--- src/rtl/sadc_pkg.sv ---
// package for the simultaneous-sampling converter sequence control
// assumes a single 125 MHz core clock and pin inputs from off-chip
package sadc_pkg;
   localparam int NUM_CH = 4;
   localparam int DATA_W = 12;
   localparam int SEL_W = 4;
   localparam int FIFO_DEPTH = 16;
   // master clock cycles per single-channel conversion
   localparam int CONV_CYCLES = 14;
   localparam logic [4:0] CONV_LAST = 5'(CONV_CYCLES - 1);
   // end-of-conversion low pulse: 75 ns minimum at 8 ns per cycle
   localparam int EOC_MIN_NS = 75;
   localparam int CLK_PERIOD_NS = 8;
   localparam int EOC_CYCLES = (EOC_MIN_NS + CLK_PERIOD_NS - 1) / CLK_PERIOD_NS;
   localparam logic [3:0] EOC_LAST = 4'(EOC_CYCLES - 1);
   // internal master clock divider: last count value, so one tick every two core cycles
   localparam logic [3:0] INT_DIV_LAST = 4'h1;
   localparam logic [SEL_W-1:0] SEL_RESET = 4'hF;
   localparam logic [1:0] PTR_FIRST = 2'h0;
   typedef enum logic [1:0] {ST_IDLE, ST_CONV, ST_STORE} seq_state_t;
endpackage

--- src/rtl/sadc_sync.sv ---
// two-flip-flop synchroniser for a bundle of pin levels
// assumes inputs are asynchronous to core_clk_i
`timescale 1ns/1ps
module sadc_sync #(
   parameter int W = 1
) (
   input wire logic core_clk_i,
   input wire logic reset_n_i,
   input wire logic [W-1:0] async_i,
   input wire logic [W-1:0] reset_val_i,
   output logic [W-1:0] sync_o
);
   logic [W-1:0] meta;
   always_ff @(posedge core_clk_i)
   begin
      if (!reset_n_i)
      begin
         meta <= reset_val_i;
         sync_o <= reset_val_i;
      end
      else
      begin
         meta <= async_i;
         sync_o <= meta;
      end
   end
endmodule

--- src/rtl/sadc_fifo.sv ---
// result FIFO with valid/ready on both sides
// assumes one clock; depth is a power of two
`timescale 1ns/1ps
module sadc_fifo #(
   parameter int WIDTH = 12,
   parameter int DEPTH = 16
) (
   input wire logic core_clk_i,
   input wire logic reset_n_i,
   input wire logic flush_i,
   input wire logic in_valid_i,
   output logic in_ready_o,
   input wire logic [WIDTH-1:0] in_data_i,
   output logic out_valid_o,
   input wire logic out_ready_i,
   output logic [WIDTH-1:0] out_data_o
);
   localparam int AW = $clog2(DEPTH);
   logic [WIDTH-1:0] mem [DEPTH];
   logic [AW:0] wr_ptr;
   logic [AW:0] rd_ptr;
   logic push;
   logic pop;
   assign in_ready_o = (wr_ptr - rd_ptr) != (AW+1)'(DEPTH);
   assign out_valid_o = wr_ptr != rd_ptr;
   assign push = in_valid_i && in_ready_o;
   assign pop = out_valid_o && out_ready_i;
   assign out_data_o = mem[rd_ptr[AW-1:0]];
   always_ff @(posedge core_clk_i)
   begin
      if (push)
         mem[wr_ptr[AW-1:0]] <= in_data_i;
   end
   always_ff @(posedge core_clk_i)
   begin
      if (!reset_n_i || flush_i)
      begin
         wr_ptr <= '0;
         rd_ptr <= '0;
      end
      else
      begin
         if (push)
            wr_ptr <= wr_ptr + 1'b1;
         if (pop)
            rd_ptr <= rd_ptr + 1'b1;
      end
   end
endmodule

--- src/rtl/sadc_seq_ctrl.sv ---
// sequence control and parallel host port of a four-channel converter
// assumes pins arrive asynchronously; the analog core returns a sample
// for the channel named on conv_channel_o when conv_sample_o pulses
`timescale 1ns/1ps
// Operation
// - busy rises on the convert-start rising edge and stays high until all selected channels are done.
// - the first-result flag is high exactly while the read pointer selects result register 1.
// - a convert-start rising edge puts all four track/holds into hold and starts the conversions.
// - the channel selection is captured at the convert-start rising edge and kept for the sequence.
// - the block counts itself selected only while chip-select is low and ignores strobes otherwise.
// - the data bus is driven only while read strobe and chip-select are both low.
// - a write-strobe rising edge with chip-select low and read high stores the four low data lines.
// - with the select input at zero the sequence comes from the four hardware select pins.
// - with the select input at one the sequence comes from the software select register.
// - standby high means normal operation and standby low means power save.
// - select register bit 0 enables channel 1 up to bit 3 enabling channel 4.
// - each single-channel conversion takes fourteen master-clock cycles.
// - each finished conversion is marked by a low pulse on the end-of-conversion output.
// - the internal master clock is used when clock-source select is 0 and the external one when 1.
module sadc_seq_ctrl
   import sadc_pkg::*;
(
   input wire logic core_clk_i,
   input wire logic reset_n_i,
   input wire logic convert_start_n_i,
   input wire logic cs_n_i,
   input wire logic rd_n_i,
   input wire logic wr_n_i,
   input wire logic [sadc_pkg::SEL_W-1:0] hw_channel_select_i,
   input wire logic hw_sw_select_i,
   input wire logic standby_n_i,
   input wire logic clock_source_select_i,
   input wire logic external_conversion_clock_i,
   input wire logic [sadc_pkg::SEL_W-1:0] data_line_i,
   input wire logic [sadc_pkg::DATA_W-1:0] adc_result_i,
   output logic [sadc_pkg::DATA_W-1:0] data_line_o,
   output logic data_line_oe_n_o,
   output logic busy_o,
   output logic first_result_flag_o,
   output logic eoc_n_o,
   output logic hold_o,
   output logic conv_sample_o,
   output logic [1:0] conv_channel_o,
   output logic power_down_o
);
   import sadc_pkg::*;

   // ------------------------------------------------------------
   // pin synchronisers
   // ------------------------------------------------------------
   localparam int PW = 8 + SEL_W + SEL_W;
   logic [PW-1:0] pins_raw;
   logic [PW-1:0] pins_rst;
   logic [PW-1:0] pins;
   assign pins_raw = {convert_start_n_i, cs_n_i, rd_n_i, wr_n_i,
      hw_sw_select_i, standby_n_i, external_conversion_clock_i,
      clock_source_select_i, hw_channel_select_i, data_line_i};
   assign pins_rst = {4'hF, 4'h4, 8'h00};
   sadc_sync #(.W(PW)) u_sync (
      .core_clk_i(core_clk_i),
      .reset_n_i(reset_n_i),
      .async_i(pins_raw),
      .reset_val_i(pins_rst),
      .sync_o(pins)
   );
   logic cvs;
   logic cs_n;
   logic rd_n;
   logic wr_n;
   logic hs_sel;
   logic standby_n_n;
   logic ext_clk;
   logic cks;
   logic [SEL_W-1:0] hw_sel;
   logic [SEL_W-1:0] dl;
   assign {cvs, cs_n, rd_n, wr_n, hs_sel, standby_n_n, ext_clk, cks, hw_sel,
      dl} = pins;

   logic cvs_q;
   logic wr_q;
   logic rd_q;
   logic ext_q;
   always_ff @(posedge core_clk_i)
   begin
      if (!reset_n_i)
      begin
         cvs_q <= 1'b1;
         wr_q <= 1'b1;
         rd_q <= 1'b1;
         ext_q <= 1'b0;
      end
      else
      begin
         cvs_q <= cvs;
         wr_q <= wr_n;
         rd_q <= rd_n;
         ext_q <= ext_clk;
      end
   end
   logic start_edge;
   logic rd_end;
   logic host_read;
   assign start_edge = cvs && !cvs_q && standby_n_n;
   assign host_read = !cs_n && !rd_n;
   assign rd_end = rd_n && !rd_q && !cs_n;

   // ------------------------------------------------------------
   // software channel-select register
   // ------------------------------------------------------------
   logic [SEL_W-1:0] sw_sel;
   always_ff @(posedge core_clk_i)
   begin
      if (!reset_n_i)
         sw_sel <= SEL_RESET;
      // store low data lines on write rising edge
      // bit 0 is channel 1 through bit 3 channel 4
      else if (wr_n && !wr_q && !cs_n && rd_n)
         sw_sel <= dl;
   end

   // ------------------------------------------------------------
   // master clock tick
   // ------------------------------------------------------------
   logic [3:0] div_cnt;
   logic int_tick;
   logic mclk_tick;
   always_ff @(posedge core_clk_i)
   begin
      if (!reset_n_i || div_cnt == INT_DIV_LAST)
         div_cnt <= '0;
      else
         div_cnt <= div_cnt + 1'b1;
   end
   assign int_tick = div_cnt == INT_DIV_LAST;
   // internal divider on 0, external clock rising edge on 1
   assign mclk_tick = cks ? (ext_clk && !ext_q) : int_tick;

   // ------------------------------------------------------------
   // conversion sequencer
   // ------------------------------------------------------------
   seq_state_t state;
   logic [SEL_W-1:0] seq_mask;
   logic [SEL_W-1:0] pending;
   logic [1:0] cur_ch;
   logic [4:0] tick_cnt;
   logic fifo_in_ready;
   logic fifo_out_valid;
   logic [DATA_W-1:0] fifo_out_data;
   logic [1:0] next_ch;

   always_comb
   begin
      next_ch = 2'h0;
      for (int i = NUM_CH - 1; i >= 0; i--)
         if (pending[i])
            next_ch = 2'(i);
   end

   always_ff @(posedge core_clk_i)
   begin
      if (!reset_n_i)
      begin
         state <= ST_IDLE;
         seq_mask <= '0;
         pending <= '0;
         cur_ch <= '0;
         tick_cnt <= '0;
      end
      else
      begin
         case (state)
            ST_IDLE:
            begin
               if (start_edge)
               begin
                  // hardware pins when select is zero
                  // software register when select is one
                  seq_mask <= hs_sel ? sw_sel : hw_sel;
                  pending <= hs_sel ? sw_sel : hw_sel;
                  tick_cnt <= '0;
                  state <= ((hs_sel ? sw_sel : hw_sel) == '0) ? ST_IDLE
                     : ST_CONV;
               end
            end
            ST_CONV:
            begin
               cur_ch <= next_ch;
               if (mclk_tick)
               begin
                  if (tick_cnt == CONV_LAST)
                     state <= ST_STORE;
                  else
                     tick_cnt <= tick_cnt + 1'b1;
               end
            end
            ST_STORE:
            begin
               // a full FIFO stalls the sequence rather than drop data
               if (fifo_in_ready)
               begin
                  pending[cur_ch] <= 1'b0;
                  tick_cnt <= '0;
                  state <= ((pending & ~(SEL_W'(1) << cur_ch)) == '0)
                     ? ST_IDLE : ST_CONV;
               end
            end
            default:
               state <= ST_IDLE;
         endcase
      end
   end

   logic store_fire;
   assign store_fire = state == ST_STORE && fifo_in_ready;
   assign conv_sample_o = store_fire;
   assign conv_channel_o = cur_ch;
   assign busy_o = state != ST_IDLE;
   // all holds together for the sequence
   assign hold_o = state != ST_IDLE;
   assign power_down_o = !standby_n_n;

   // ------------------------------------------------------------
   // end-of-conversion pulse
   // ------------------------------------------------------------
   logic [3:0] eoc_cnt;
   always_ff @(posedge core_clk_i)
   begin
      if (!reset_n_i)
         eoc_cnt <= '0;
      else if (store_fire)
         eoc_cnt <= EOC_LAST + 4'h1;
      else if (eoc_cnt != '0)
         eoc_cnt <= eoc_cnt - 1'b1;
   end
   assign eoc_n_o = eoc_cnt == '0;

   // ------------------------------------------------------------
   // result FIFO and read pointer
   // ------------------------------------------------------------
   sadc_fifo #(.WIDTH(DATA_W), .DEPTH(FIFO_DEPTH)) u_fifo (
      .core_clk_i(core_clk_i),
      .reset_n_i(reset_n_i),
      .flush_i(start_edge && state == ST_IDLE),
      .in_valid_i(state == ST_STORE),
      .in_ready_o(fifo_in_ready),
      .in_data_i(adc_result_i),
      .out_valid_o(fifo_out_valid),
      .out_ready_i(rd_end),
      .out_data_o(fifo_out_data)
   );

   logic [1:0] rd_ptr;
   logic [2:0] sel_count;
   always_comb
   begin
      sel_count = '0;
      for (int i = 0; i < NUM_CH; i++)
         sel_count = sel_count + 3'(seq_mask[i]);
   end
   always_ff @(posedge core_clk_i)
   begin
      if (!reset_n_i)
         rd_ptr <= PTR_FIRST;
      else if (start_edge && state == ST_IDLE)
         rd_ptr <= PTR_FIRST;
      // each read moves on, wrapping after the last
      else if (rd_end)
         rd_ptr <= (3'(rd_ptr) + 3'h1 >= sel_count) ? PTR_FIRST
            : rd_ptr + 1'b1;
   end
   // flag high while pointer on the first result
   assign first_result_flag_o = rd_ptr == PTR_FIRST;

   // ------------------------------------------------------------
   // data bus drive
   // ------------------------------------------------------------
   always_ff @(posedge core_clk_i)
   begin
      if (!reset_n_i)
         data_line_o <= '0;
      else if (host_read && rd_q)
         data_line_o <= fifo_out_valid ? fifo_out_data : '0;
   end
   // drive only while read and select both low
   assign data_line_oe_n_o = !host_read;

   // ------------------------------------------------------------
   // checks
   // ------------------------------------------------------------
   a_busy_rises: assert property (@(posedge core_clk_i) disable iff
      (!reset_n_i) start_edge && state == ST_IDLE && (hs_sel ? sw_sel
      : hw_sel) != '0 |=> busy_o)
      else $error("busy did not rise after start");
   a_first_flag: assert property (@(posedge core_clk_i) disable iff
      (!reset_n_i) start_edge && state == ST_IDLE |=> first_result_flag_o)
      else $error("first flag disagrees with pointer");
   a_hold_start: assert property (@(posedge core_clk_i) disable iff
      (!reset_n_i) busy_o |-> hold_o)
      else $error("hold not asserted while busy");
   a_mask_held: assert property (@(posedge core_clk_i) disable iff
      (!reset_n_i) busy_o && $past(busy_o) |-> $stable(seq_mask))
      else $error("selection changed mid sequence");
   a_bus_drive: assert property (@(posedge core_clk_i) disable iff
      (!reset_n_i) !data_line_oe_n_o |-> !cs_n && !rd_n)
      else $error("bus driven without read select");
   a_sel_write: assert property (@(posedge core_clk_i) disable iff
      (!reset_n_i) wr_n && !wr_q && !cs_n && rd_n |=> sw_sel ==
      $past(dl))
      else $error("select register not written");
   a_conv_len: assert property (@(posedge core_clk_i) disable iff
      (!reset_n_i) state == ST_CONV && tick_cnt == CONV_LAST && mclk_tick
      |=> state == ST_STORE)
      else $error("conversion length wrong");
   a_eoc_pulse: assert property (@(posedge core_clk_i) disable iff
      (!reset_n_i) store_fire |=> !eoc_n_o [*8] ##1 !eoc_n_o [*2]
      ##1 eoc_n_o)
      else $error("eoc pulse width wrong");
   a_standby: assert property (@(posedge core_clk_i) disable iff
      (!reset_n_i) power_down_o == !standby_n_n)
      else $error("standby state wrong");
endmodule

--- config.mk ---
export PLATFORM = sky130hd
export DESIGN_NAME = sadc_seq_ctrl
export DESIGN_NICKNAME = d
export VERILOG_FILES = /design/src/rtl/sadc_pkg.sv /design/src/rtl/sadc_sync.sv /design/src/rtl/sadc_fifo.sv /design/src/rtl/sadc_seq_ctrl.sv
export SDC_FILE = /design/constraint.sdc
export NUM_CORES = 1
export LEC_CHECK = 0
export ABC_AREA = 1
export BUFFER_PORTS_ARGS = -buffer_cell sky130_fd_sc_hd__buf_2
export CAP_MARGIN = 0
export CORE_ASPECT_RATIO = 0.75
export CORE_UTILIZATION = 38
export CTS_CLUSTER_DIAMETER = 80
export DETAILED_ROUTE_END_ITERATION = 8
export PLACE_DENSITY = 0.56
export RECOVER_POWER = 100
export SLEW_MARGIN = 20
export SYNTH_ARGS = -nofsm -noshare
export SYNTH_HDL_FRONTEND = slang
export SYNTH_SLANG_ARGS = --single-unit
--- constraint.sdc ---
create_clock -name core_clk_i -period 2.7 [get_ports core_clk_i]
set_input_delay 0.135 -clock core_clk_i [delete_from_list [all_inputs] [get_ports core_clk_i]]
set_output_delay 0.135 -clock core_clk_i [all_outputs]
set_load 0.02 [all_outputs]
==> results of run 1 <==
## cell families after synthesis
family,after synthesis
AO/OA/AOI/OAI,217
XOR/XNOR,5
adder cells (fa/ha/maj),21
buffers and inverters,237
flip-flops,285
AND/OR/NAND/NOR,382
## sequential cells by signal, indices dropped and copies added, names as in the netlist, named ones only
signal / count
conv_channel_o: 2
cvs_q: 1
data_line_o: 12
div_cnt: 4
eoc_cnt: 4
ext_q: 1
pending: 4
rd_ptr: 2
rd_q: 1
seq_mask: 4
state: 2
sw_sel: 4
tick_cnt: 5
u_fifo.mem: 192
u_fifo.rd_ptr: 5
u_fifo.wr_ptr: 5
u_sync.meta: 16
u_sync.sync_o: 16
wr_q: 1
## metal layers
layer | share of wire [%] | global-route usage, %
met1 | 49 | 28.48
met5 | 0 | 0
met2 | 42 | 25.85
met3 | 7.0 | 2.781
met4 | 2.3 | 4.832
## report_power, final
group / switching [W] / leakage (nW) / internal [W] / total [W]
clock network: 0.00162 / 0.425 / 0.00214 / 0.00377
logic: 0.000362 / 2.28 / 0.000170 / 0.000531
registers: 0.0000516 / 2.48 / 0.00473 / 0.00478
total: 0.00204 / 5.19 / 0.00705 / 0.00908
## through the flow
step | hold slack, ns | total power, W | util [%] | cell area, um^2
4_1_cts | 0.02848 | 0.009171 | 44.89 | 13620
6_report | 0.04927 | 0.009083 | 44.62 | 13540
3_5_place_dp | 0.3232 | 0.005404 | 41.45 | 12580
2_1_floorplan | 0.2326 | 0.005219 | - | 11820
5_1_grt | 0.09785 | 0.009430 | 44.61 | 13540
3_3_place_gp | 0.3211 | 0.005398 | 41.45 | 12580
## cell type report
cell class	count	area, um^2	area share (%)
sequential	285	7632	56.36
timing repair buffer	94	616.8	4.555
antenna	1	2.502	0.01848
inverter	185	694.4	5.128
multi-input combinational	625	3213	23.73
clock buffer	34	744.5	5.498
tap	399	499.2	3.687
clock inverter	19	138.9	1.026
## cell usage in the layout, fill, tap and decap left out, types with 2 or more instances in the layout
master and instances:
a211oi_1 2, a21oi_1 85, a31oi_1 2, buf_12 4
buf_2 17, buf_4 19, bufinv_16 2, clkbuf_1 40
clkbuf_16 29, clkbuf_2 2, clkinv_1 8, clkinv_2 4
clkinvlp_2 4, dfxtp_1 91, dlygate4sd3_1 16, edfxtp_1 192
ha_1 20, inv_1 184, nand2_1 196, nand3_1 96
nand3b_1 2, nand4_1 8, nor2_1 56, nor3_1 4
o211ai_1 54, o21ai_0 67, o21bai_1 2, or2_2 13
xnor2_1 3, xor2_1 2
## tightest hold or removal path: stages
cell	delay, ns
buf_2	0.10
inv_1	0.08
nor2_1	0.12
nand2_1	0.09
nor2_1	0.03
## worst paths after layout
kind	cells past startpoint	slack, ns	end
min reg2reg	2	0.41	u_sync.sync_o[4]
max	9	0.23	conv_sample_o
min	5	0.05	u_fifo.rd_ptr[4]
max reg2reg	13	0.24	u_fifo.mem[14][9]
==> reports/metrics.csv, run 1 <==
stage,metric,value,unit
timing,fin_crit,2.473,ns
timing,setup_viol,0,
drt,vias_per_cell,4.972,
synthesis,synth_compound_area_share,10.56,%
drt,detail-route-antenna-nets,0,
min_path,worstHoldStart,reset_n_i,
drt,drt-initial-drc-count,694,
critical_path,cp_max_fo,9,
synthesis,synth_top_area_cell,edfxtp_1,
critical_path,reg2reg_from,u_fifo.wr_ptr[2],
synthesis,yosys-top-cells-count,"194 x nand2_1, 192 x edfxtp_1, 184 x inv_1",
timing,hold_viol_final,0,
placement,dp_cells,1572,
min_path,min_path_type,in2reg,
critical_path,worst-path-buf-inv,2,
synthesis,synth-edff-count,192,
critical_path,start_kind,flop,
clock_tree,post_cts_resized,0,
pwr,ir_drop,0.0004088,V
timing,fmax,0.4043,GHz
clock_tree,clk_pin_slew,0.06,ns
global_route,grt_pass1_wl,43680,um
synthesis,synth_top_cell_area_share,48.79,%
synthesis,synth_most_common_cell,nand2_1,
die,fp.dieW,205.6,um
synthesis,ys_ff_latch,285,
global_route,gr-total-overflow,0,
critical_path,crit_path_frequent_cell,nand2_1,
synthesis,synth_xor_area_share,0.3706,%
die,ios,51,
clock_tree,cts_tree,yes,
die,row_count,55,
timing,relSlewSlack,25.11,%
clock_tree,insertion_delay,0.56,ns
pwr,powerDensity,670.7,nW/um^2
global_route,grt_pass1_vias,7476,
die,die-height,154.7,um
drt,via_count,8164,
placement,gp_congestion,0.8382,
synthesis,synth_top_family_by_area,simple AND/OR/NAND/NOR gates,
timing,rsz0062_at_grt,no,
clock_tree,cts_hold_buf,16,
synthesis,ys_types,42,
synthesis,synthArstFlopShare,0,%
critical_path,cp_slowest_cell,dfxtp_1,
synthesis,synth-simple-area-share,14.23,%
placement,dp_hpwl,19100,um
timing,max_slew.worst_pin.slew,1.123,ns
die,core,30350,um^2
critical_path,max_stage_delay,0.47,ns
critical_path,path_class,reg2out,
drt,first_pass_iters,5,
clock_tree,cts_buffers,29,
critical_path,worst_setup_path_end_kind,output pin,
placement,pre_cts_slack,0.3001,ns
die,initial_core_util,38.94,%
timing,finalCritPeriodShare,91.60,%
critical_path,arrival,2.34,ns
critical_path,cp_cell_sequence,ha_1 > or2_0 > nand3_2 > nand2_1 > nor2_4 > nand2_1 > nand2_4 > inv_2 > clkbuf_2,
clock_tree,cts_setup_buffers,0,
clock_tree,root_buffer,clkbuf_16,
clock_tree,ctsHtreeMaxLevel,1,
flow_run,maxCapViolCount,0,
synthesis,synth_adder_area_share,2.287,%
timing,slew_violations,0,
run_status,outcome,finished clean,
drt,wl_per_cell,17.46,um
final_layout,drive_gt1_share,8.374,%
synthesis,seq_area_frac_synth,64.54,%
global_route,grt_max_degree,75,
critical_path,worstSetupStartpoint,u_fifo.wr_ptr[2],
drt,wl,28660,um
global_route,grt_usage,18.20,%
drt,drc,0,
final_layout,fin_cells,1642,
clock_tree,cts_max_path_buffers,3,
global_route,antenna_found_initial,0,
synthesis,syn-cell-area,11820,um^2
synthesis,ys.flop_type,edfxtp_1,
critical_path,crit_family,simple AND/OR/NAND/NOR gates,
synthesis,synthMuxAreaShare,0,%
final_layout,syn_to_final_growth,14.59,%
final_layout,nFillCells,2855,
critical_path,critPathRequiredTime,2.57,ns
final_layout,nets,1271,
synthesis,synth_area_leaders,"edfxtp_1 49%, dfxtp_1 16%, nand2_1 6.2%, inv_1 5.8%, nand3_1 4.0%",
die,die_area,31820,um^2
synthesis,syn_inst,1147,
timing,tns,0,ns
synthesis,mappedNetlistNets,1198,
pwr,power_leakage,5.192,nW
placement,portBuffers,50,
timing,worst_slack,0.2269,ns
timing,finClkSkew,0.02291,ns
synthesis,avgSynthCellArea,10.30,um^2
synthesis,ys_warn_count,0,
clock_tree,cts.sinks,285,
Note: power is estimated with default switching activity, not from simulation.
==> run 2: changes to the inputs <==
--- a/config.mk
+++ b/config.mk
@@ -8,11 +8,10 @@
 export ABC_AREA = 1
 export BUFFER_PORTS_ARGS = -buffer_cell sky130_fd_sc_hd__buf_2
 export CAP_MARGIN = 0
-export CORE_ASPECT_RATIO = 0.75
-export CORE_UTILIZATION = 38
+export CORE_UTILIZATION = 61
 export CTS_CLUSTER_DIAMETER = 80
 export DETAILED_ROUTE_END_ITERATION = 8
-export PLACE_DENSITY = 0.56
+export PLACE_DENSITY = 0.81
 export RECOVER_POWER = 100
 export SLEW_MARGIN = 20
 export SYNTH_ARGS = -nofsm -noshare
==> run 2 against run 1 <==
  * Clock power increased by 4%
  * Critical path type unchanged
  * Non-clock buffer count decreased by 3
  * First-iteration DRC count increased by 67%
  * Cell count decreased by 8.7%
  * Hold slack got worse by 0.0076 ns
  * Wire length decreased by 6.2%
  * Fmax decreased by 0.71%
  * Clock skew decreased by 0.0087 ns
  * Setup slack got worse by 0.018 ns
  * Clock-buffer cell count increased by 11
==> reports/metrics.csv, run 2 (synthesis gave the netlist of run 1 again) <==
stage,metric,value,unit
drt,detail-route-antenna-nets,0,
placement,dpl_cell_area,12370,um^2
timing,rsz0062_at_grt,no,
drt,wl_per_cell,17.93,um
timing,relSlewSlack,22.35,%
clock_tree,root_buffer,clkbuf_16,
die,die_area,19930,um^2
timing,fin_crit,2.491,ns
timing,hold_viol_final,0,
timing,tns,0,ns
placement,dp_hpwl,16470,um
min_path,min_path_type,in2reg,
critical_path,cp_slowest_cell,dfxtp_1,
critical_path,ff2ff_path_depth,14,
clock_tree,cts_setup_buffers,0,
clock_tree,ctsHtreeMaxLevel,1,
critical_path,start_kind,flop,
critical_path,cp_max_fo,19,
min_path,min_delay_path_depth,5,
timing,max_slew.worst_pin.slew,1.165,ns
global_route,grt_pass1_wl,42270,um
clock_tree,insertion_delay,0.54,ns
min_path,hold_path_end,u_fifo.rd_ptr[4],
critical_path,crit_cells,11,
global_route,gr-total-overflow,0,
critical_path,arrival,2.36,ns
final_layout,utilization,71.18,%
critical_path,max_stage_delay,0.34,ns
clock_tree,cts_max_path_buffers,3,
timing,finClkSkew,0.01423,ns
die,row_count,50,
placement,gp_congestion,0.9464,
critical_path,crit_path_frequent_cell,nand2_1,
timing,finalCritPeriodShare,92.25,%
min_path,worstHoldStart,reset_n_i,
pwr,powerDensity,691.1,nW/um^2
clock_tree,clk_pin_slew,0.06,ns
critical_path,worst-path-buf-inv,3,
placement,pre_cts_slack,0.2363,ns
die,die-height,141.2,um
clock_tree,cts.sinks,285,
drt,vias_per_cell,5.532,
run_status,outcome,finished clean,
global_route,antenna_found_initial,0,
final_layout,nFillCells,1293,
final_layout,fin_area,13400,um^2
placement,portBuffers,50,
final_layout,nets,1268,
critical_path,timing.rr.end,u_fifo.mem[5][6],
final_layout,final_cell_mix,"195 x nand2_1, 192 x edfxtp_1, 185 x inv_1",
drt,first_pass_iters,7,
final_layout,drive_gt1_share,8.878,%
final_layout,largest_reg_flops,192,
drt,drc,0,
final_layout,diodes,0,
drt,via_count,8292,
timing,slew_violations,0,
critical_path,path_class,reg2out,
global_route,grt_max_degree,97,
critical_path,r2r_setup_slack,0.22,ns
timing,fmax,0.4015,GHz
pwr,ir_drop,0.0005693,V
die,core,18830,um^2
flow_run,maxCapViolCount,0,
timing,worst_slack,0.2093,ns
global_route,grt_pass1_vias,7883,
critical_path,worst_setup_path_end_kind,output pin,
global_route,grt_usage,27.88,%
final_layout,final_common_cell,nand2_1,
critical_path,critPathRequiredTime,2.57,ns
drt,drt-initial-drc-count,1159,
drt,wl,26880,um
die,fp.dieW,141.2,um
die,ios,51,
clock_tree,cts_tree,yes,
critical_path,reg2reg_from,u_fifo.rd_ptr[1],
timing,setup_viol,0,
critical_path,cp_cell_sequence,inv_1 > ha_1 > nand2_1 > nand2_1 > nand2_1 > nand3_1 > nor2_4 > nand2_2 > nand2_4 > inv_2 > clkbuf_2,
final_layout,syn_to_final_growth,13.43,%
clock_tree,cts_buffers,29,
die,initial_core_util,62.76,%
critical_path,crit_family,simple AND/OR/NAND/NOR gates,
pwr,power_leakage,5.236,nW
==> run 2: changes by cell type in the layout (fill, tap and decap cells not counted), sizes merged <==
cell	before	now
clkbuf	72	89
buf	40	31
clkinv	12	6
clkinvlp	4	0
bufinv	2	0
diode	1	0
inv	186	187
==> run 2: tightest hold or removal path, delay by kind of cell <==
| kind | cells | cell delay (ns) |
|---|---|---|
| buffers and inverters | 2 | 0.17 |
| and+or+nand+nor | 3 | 0.23 |
==> run 2: layer usage <==
layer / track usage, % / vias to the layer above / share of wire, %
li1: - / 3987 / -
met2: 44.68 / 437 / 46
met5: 0 / - / 0
met3: 3.702 / 55 / 8.6
met4: 10.47 / 0 / 3.1
met1: 39.07 / 3813 / 42
==> run 2: stage by stage <==
stage / hold WS [ns] / cells / power, W
2_1_floorplan: 0.2326 / 1147 / 0.005219
3_3_place_gp: 0.3141 / 1430 / 0.005376
3_5_place_dp: 0.3196 / 1430 / 0.005396
4_1_cts: 0.03703 / 1499 / 0.009297
5_1_grt: 0.08938 / 1499 / 0.009530
6_report: 0.04169 / 1499 / 0.009264
==> run 2: area by class of cell <==
type / count / area (um^2) / share of cell area, %
timing repair buffer: 91 / 576.8 / 4.303
tap: 260 / 325.3 / 2.427
clock buffer: 45 / 919.6 / 6.861
inverter: 185 / 694.4 / 5.181
clock inverter: 8 / 38.79 / 0.2894
sequential: 285 / 7634 / 56.95
multi-input combinational: 625 / 3216 / 23.99
==> run 2: timing repair <==
item,in CTS,in global routing
endpoints found under the hold margin,16,0
hold buffers,16,0
resized for setup,0,1
setup endpoints to repair,0,14
==> run 2: how the worst max path moves through the flow <==
stage                     startpoint                end  slack (ns)
global route        u_fifo.rd_ptr[2]   u_fifo.mem[1][3]        0.02
global placement    u_fifo.wr_ptr[2]   u_fifo.mem[1][7]        0.33
detailed placement  u_fifo.wr_ptr[2]   u_fifo.mem[1][2]        0.24
finish              u_fifo.rd_ptr[1]      conv_sample_o        0.21
CTS                 u_fifo.wr_ptr[2]      conv_sample_o        0.12
floorplan           u_fifo.rd_ptr[1]  u_fifo.mem[10][0]        0.23
==> run 2: where the power goes <==
group	internal (W)	switching (W)
Sequential	0.00473	0.0000566
Clock	0.00233	0.00160
Combinational	0.000170	0.000376
Total	0.00723	0.00203
==> run 3: changes to the inputs <==
--- a/config.mk
+++ b/config.mk
@@ -8,10 +8,11 @@
 export ABC_AREA = 1
 export BUFFER_PORTS_ARGS = -buffer_cell sky130_fd_sc_hd__buf_2
 export CAP_MARGIN = 0
-export CORE_UTILIZATION = 61
+export CORE_MARGIN = 1
+export CORE_UTILIZATION = 40
 export CTS_CLUSTER_DIAMETER = 80
 export DETAILED_ROUTE_END_ITERATION = 8
-export PLACE_DENSITY = 0.81
+export PLACE_DENSITY = 0.58
 export RECOVER_POWER = 100
 export SLEW_MARGIN = 20
 export SYNTH_ARGS = -nofsm -noshare
==> run 3 against run 2 <==
  * Hold slack worse by 0.0052 ns
  * Sequential power about the same
  * Cell area up 1.2%
  * Critical path type unchanged
  * Critical endpoint unchanged
==> reports/metrics.csv, run 3 (synthesis gave the netlist of run 1 again) <==
stage,metric,value,unit
drt,vias_per_cell,4.897,
timing,slew_violations,0,
die,row_count,62,
timing,fin_crit,2.457,ns
clock_tree,cts.sinks,285,
clock_tree,ctsHtreeMaxLevel,1,
drt,via_count,7978,
timing,finClkSkew,0.02644,ns
critical_path,critPathCapture,conv_sample_o,
timing,hold_viol_final,0,
final_layout,drive_gt1_share,8.755,%
timing,relSlewSlack,28.56,%
final_layout,nets,1274,
drt,drc,0,
global_route,grt_usage,17.58,%
placement,dp_cells,1559,
final_layout,final_common_cell,nand2_1,
critical_path,timing.rr.end,u_fifo.mem[11][8],
timing,tns,0,ns
drt,drt-initial-drc-count,638,
critical_path,critPathRequiredTime,2.57,ns
drt,first_pass_iters,5,
timing,rsz0062_at_grt,no,
global_route,grt_pass1_vias,7641,
critical_path,ff2ff_path_depth,13,
critical_path,worstSetupStartpoint,u_fifo.wr_ptr[2],
flow_run,maxCapViolCount,0,
die,ios,51,
critical_path,r2r_setup_slack,0.25,ns
final_layout,largest_reg_flops,192,
final_layout,diodes,0,
clock_tree,clk_pin_slew,0.06,ns
critical_path,cp_slowest_cell,dfxtp_1,
timing,setup_viol,0,
min_path,min_path_type,in2reg,
global_route,grt_max_degree,70,
global_route,gr-total-overflow,0,
drt,wl_per_cell,16.12,um
critical_path,cp_max_fo,9,
final_layout,syn_to_final_growth,14.74,%
global_route,antenna_found_initial,0,
timing,max_slew.worst_pin.slew,1.072,ns
critical_path,start_kind,flop,
final_layout,nFillCells,2736,
clock_tree,cts_max_path_buffers,3,
critical_path,crit_cells,9,
critical_path,crit_family,simple AND/OR/NAND/NOR gates,
final_layout,final_cell_mix,"196 x nand2_1, 192 x edfxtp_1, 184 x inv_1",
critical_path,cp_cell_sequence,ha_1 > or2_0 > nand3_2 > nand2_2 > nor2_1 > nand2_1 > nand2_4 > inv_2 > clkbuf_2,
die,die_area,30240,um^2
die,die-height,173.9,um
clock_tree,insertion_delay,0.57,ns
final_layout,utilization,46.99,%
timing,fmax,0.4070,GHz
placement,gp_congestion,0.8476,
final_layout,fin_cells,1629,
critical_path,reg2reg_from,u_fifo.wr_ptr[2],
placement,dp_hpwl,17170,um
drt,wl,26260,um
timing,finalCritPeriodShare,91.00,%
clock_tree,cts_tree,yes,
critical_path,arrival,2.32,ns
critical_path,worst_setup_path_end_kind,output pin,
die,core,28860,um^2
pwr,ir_drop,0.0004605,V
die,initial_core_util,40.95,%
pwr,powerDensity,677.4,nW/um^2
critical_path,worst-path-buf-inv,2,
clock_tree,root_buffer,clkbuf_16,
die,fp.dieW,173.9,um
critical_path,path_class,reg2out,
clock_tree,cts_buffers,30,
pwr,power_leakage,5.233,nW
global_route,grt_pass1_wl,41700,um
critical_path,max_stage_delay,0.48,ns
pwr,power.total,0.009185,W
placement,portBuffers,50,
run_status,outcome,finished clean,
drt,detail-route-antenna-nets,0,
[run 3: changes by cell type in the layout (fill, tap and decap cells not counted), moves of 3 or more]
cell / change
clkbuf_8: -6
clkbuf_4: -7
clkbuf_2: +5
buf_4: +12
buf_2: -4
clkbuf_1: +3
[run 3: worst min path at each step]
stage | from | to | slack (ns) | cells past startpoint
floorplan | data_line_i[0] | u_sync.meta[0] | 0.23 | 2
global placement | data_line_i[1] | u_sync.meta[1] | 0.32 | 3
detailed placement | standby_n_i | u_sync.meta[10] | 0.32 | 2
CTS | reset_n_i | u_fifo.rd_ptr[4] | 0.02 | 5
global route | reset_n_i | u_fifo.rd_ptr[4] | 0.07 | 5
finish | reset_n_i | u_fifo.rd_ptr[4] | 0.04 | 5
[run 3: through the flow]
stage | setup WS (ns) | hold WS, ns | cell area, um^2
3_5_place_dp | 0.3111 | 0.3227 | 12570
5_1_grt | 0.05289 | 0.07148 | 13560
3_3_place_gp | 0.3443 | 0.3168 | 12570
6_report | 0.2431 | 0.03648 | 13560
2_1_floorplan | 0.2328 | 0.2326 | 11820
4_1_cts | 0.2890 | 0.02023 | 13660
[run 3: power breakdown]
part | internal (W) | switching, W
Clock | 0.00227 | 0.00162
Sequential | 0.00473 | 0.0000510
Combinational | 0.000168 | 0.000348
Total | 0.00716 | 0.00202
[run 3: what timing repair did]
item / 4_1_cts / 5_1_grt
resized for setup: 0 / 0
buffers inserted: 0 / 0
hold buffers: 16 / 0
endpoints found under the hold margin: 16 / 0
[run 3: worst min-delay path: stages]
cell	delay, ns
buf_2	0.11
inv_1	0.07
nor2_1	0.11
nand2_1	0.09
nor2_1	0.03
[run 3: final cells by class]
class / instances / area, um^2 / area share (%)
clock buffer: 41 / 804.5 / 5.933
clock inverter: 13 / 126.4 / 0.9320
inverter: 185 / 694.4 / 5.121
multi-input combinational: 625 / 3206 / 23.64
sequential: 285 / 7635 / 56.31
tap: 384 / 480.5 / 3.543
timing repair buffer: 96 / 613.1 / 4.522
[run 3: layer usage]
metal	part of all wire (%)	GRT usage [%]	vias up
li1	-	-	4005
met1	47	24.47	3734
met2	45	28.48	197
met3	5.5	2.675	42
met4	2.6	5.007	0
met5	0	0	-
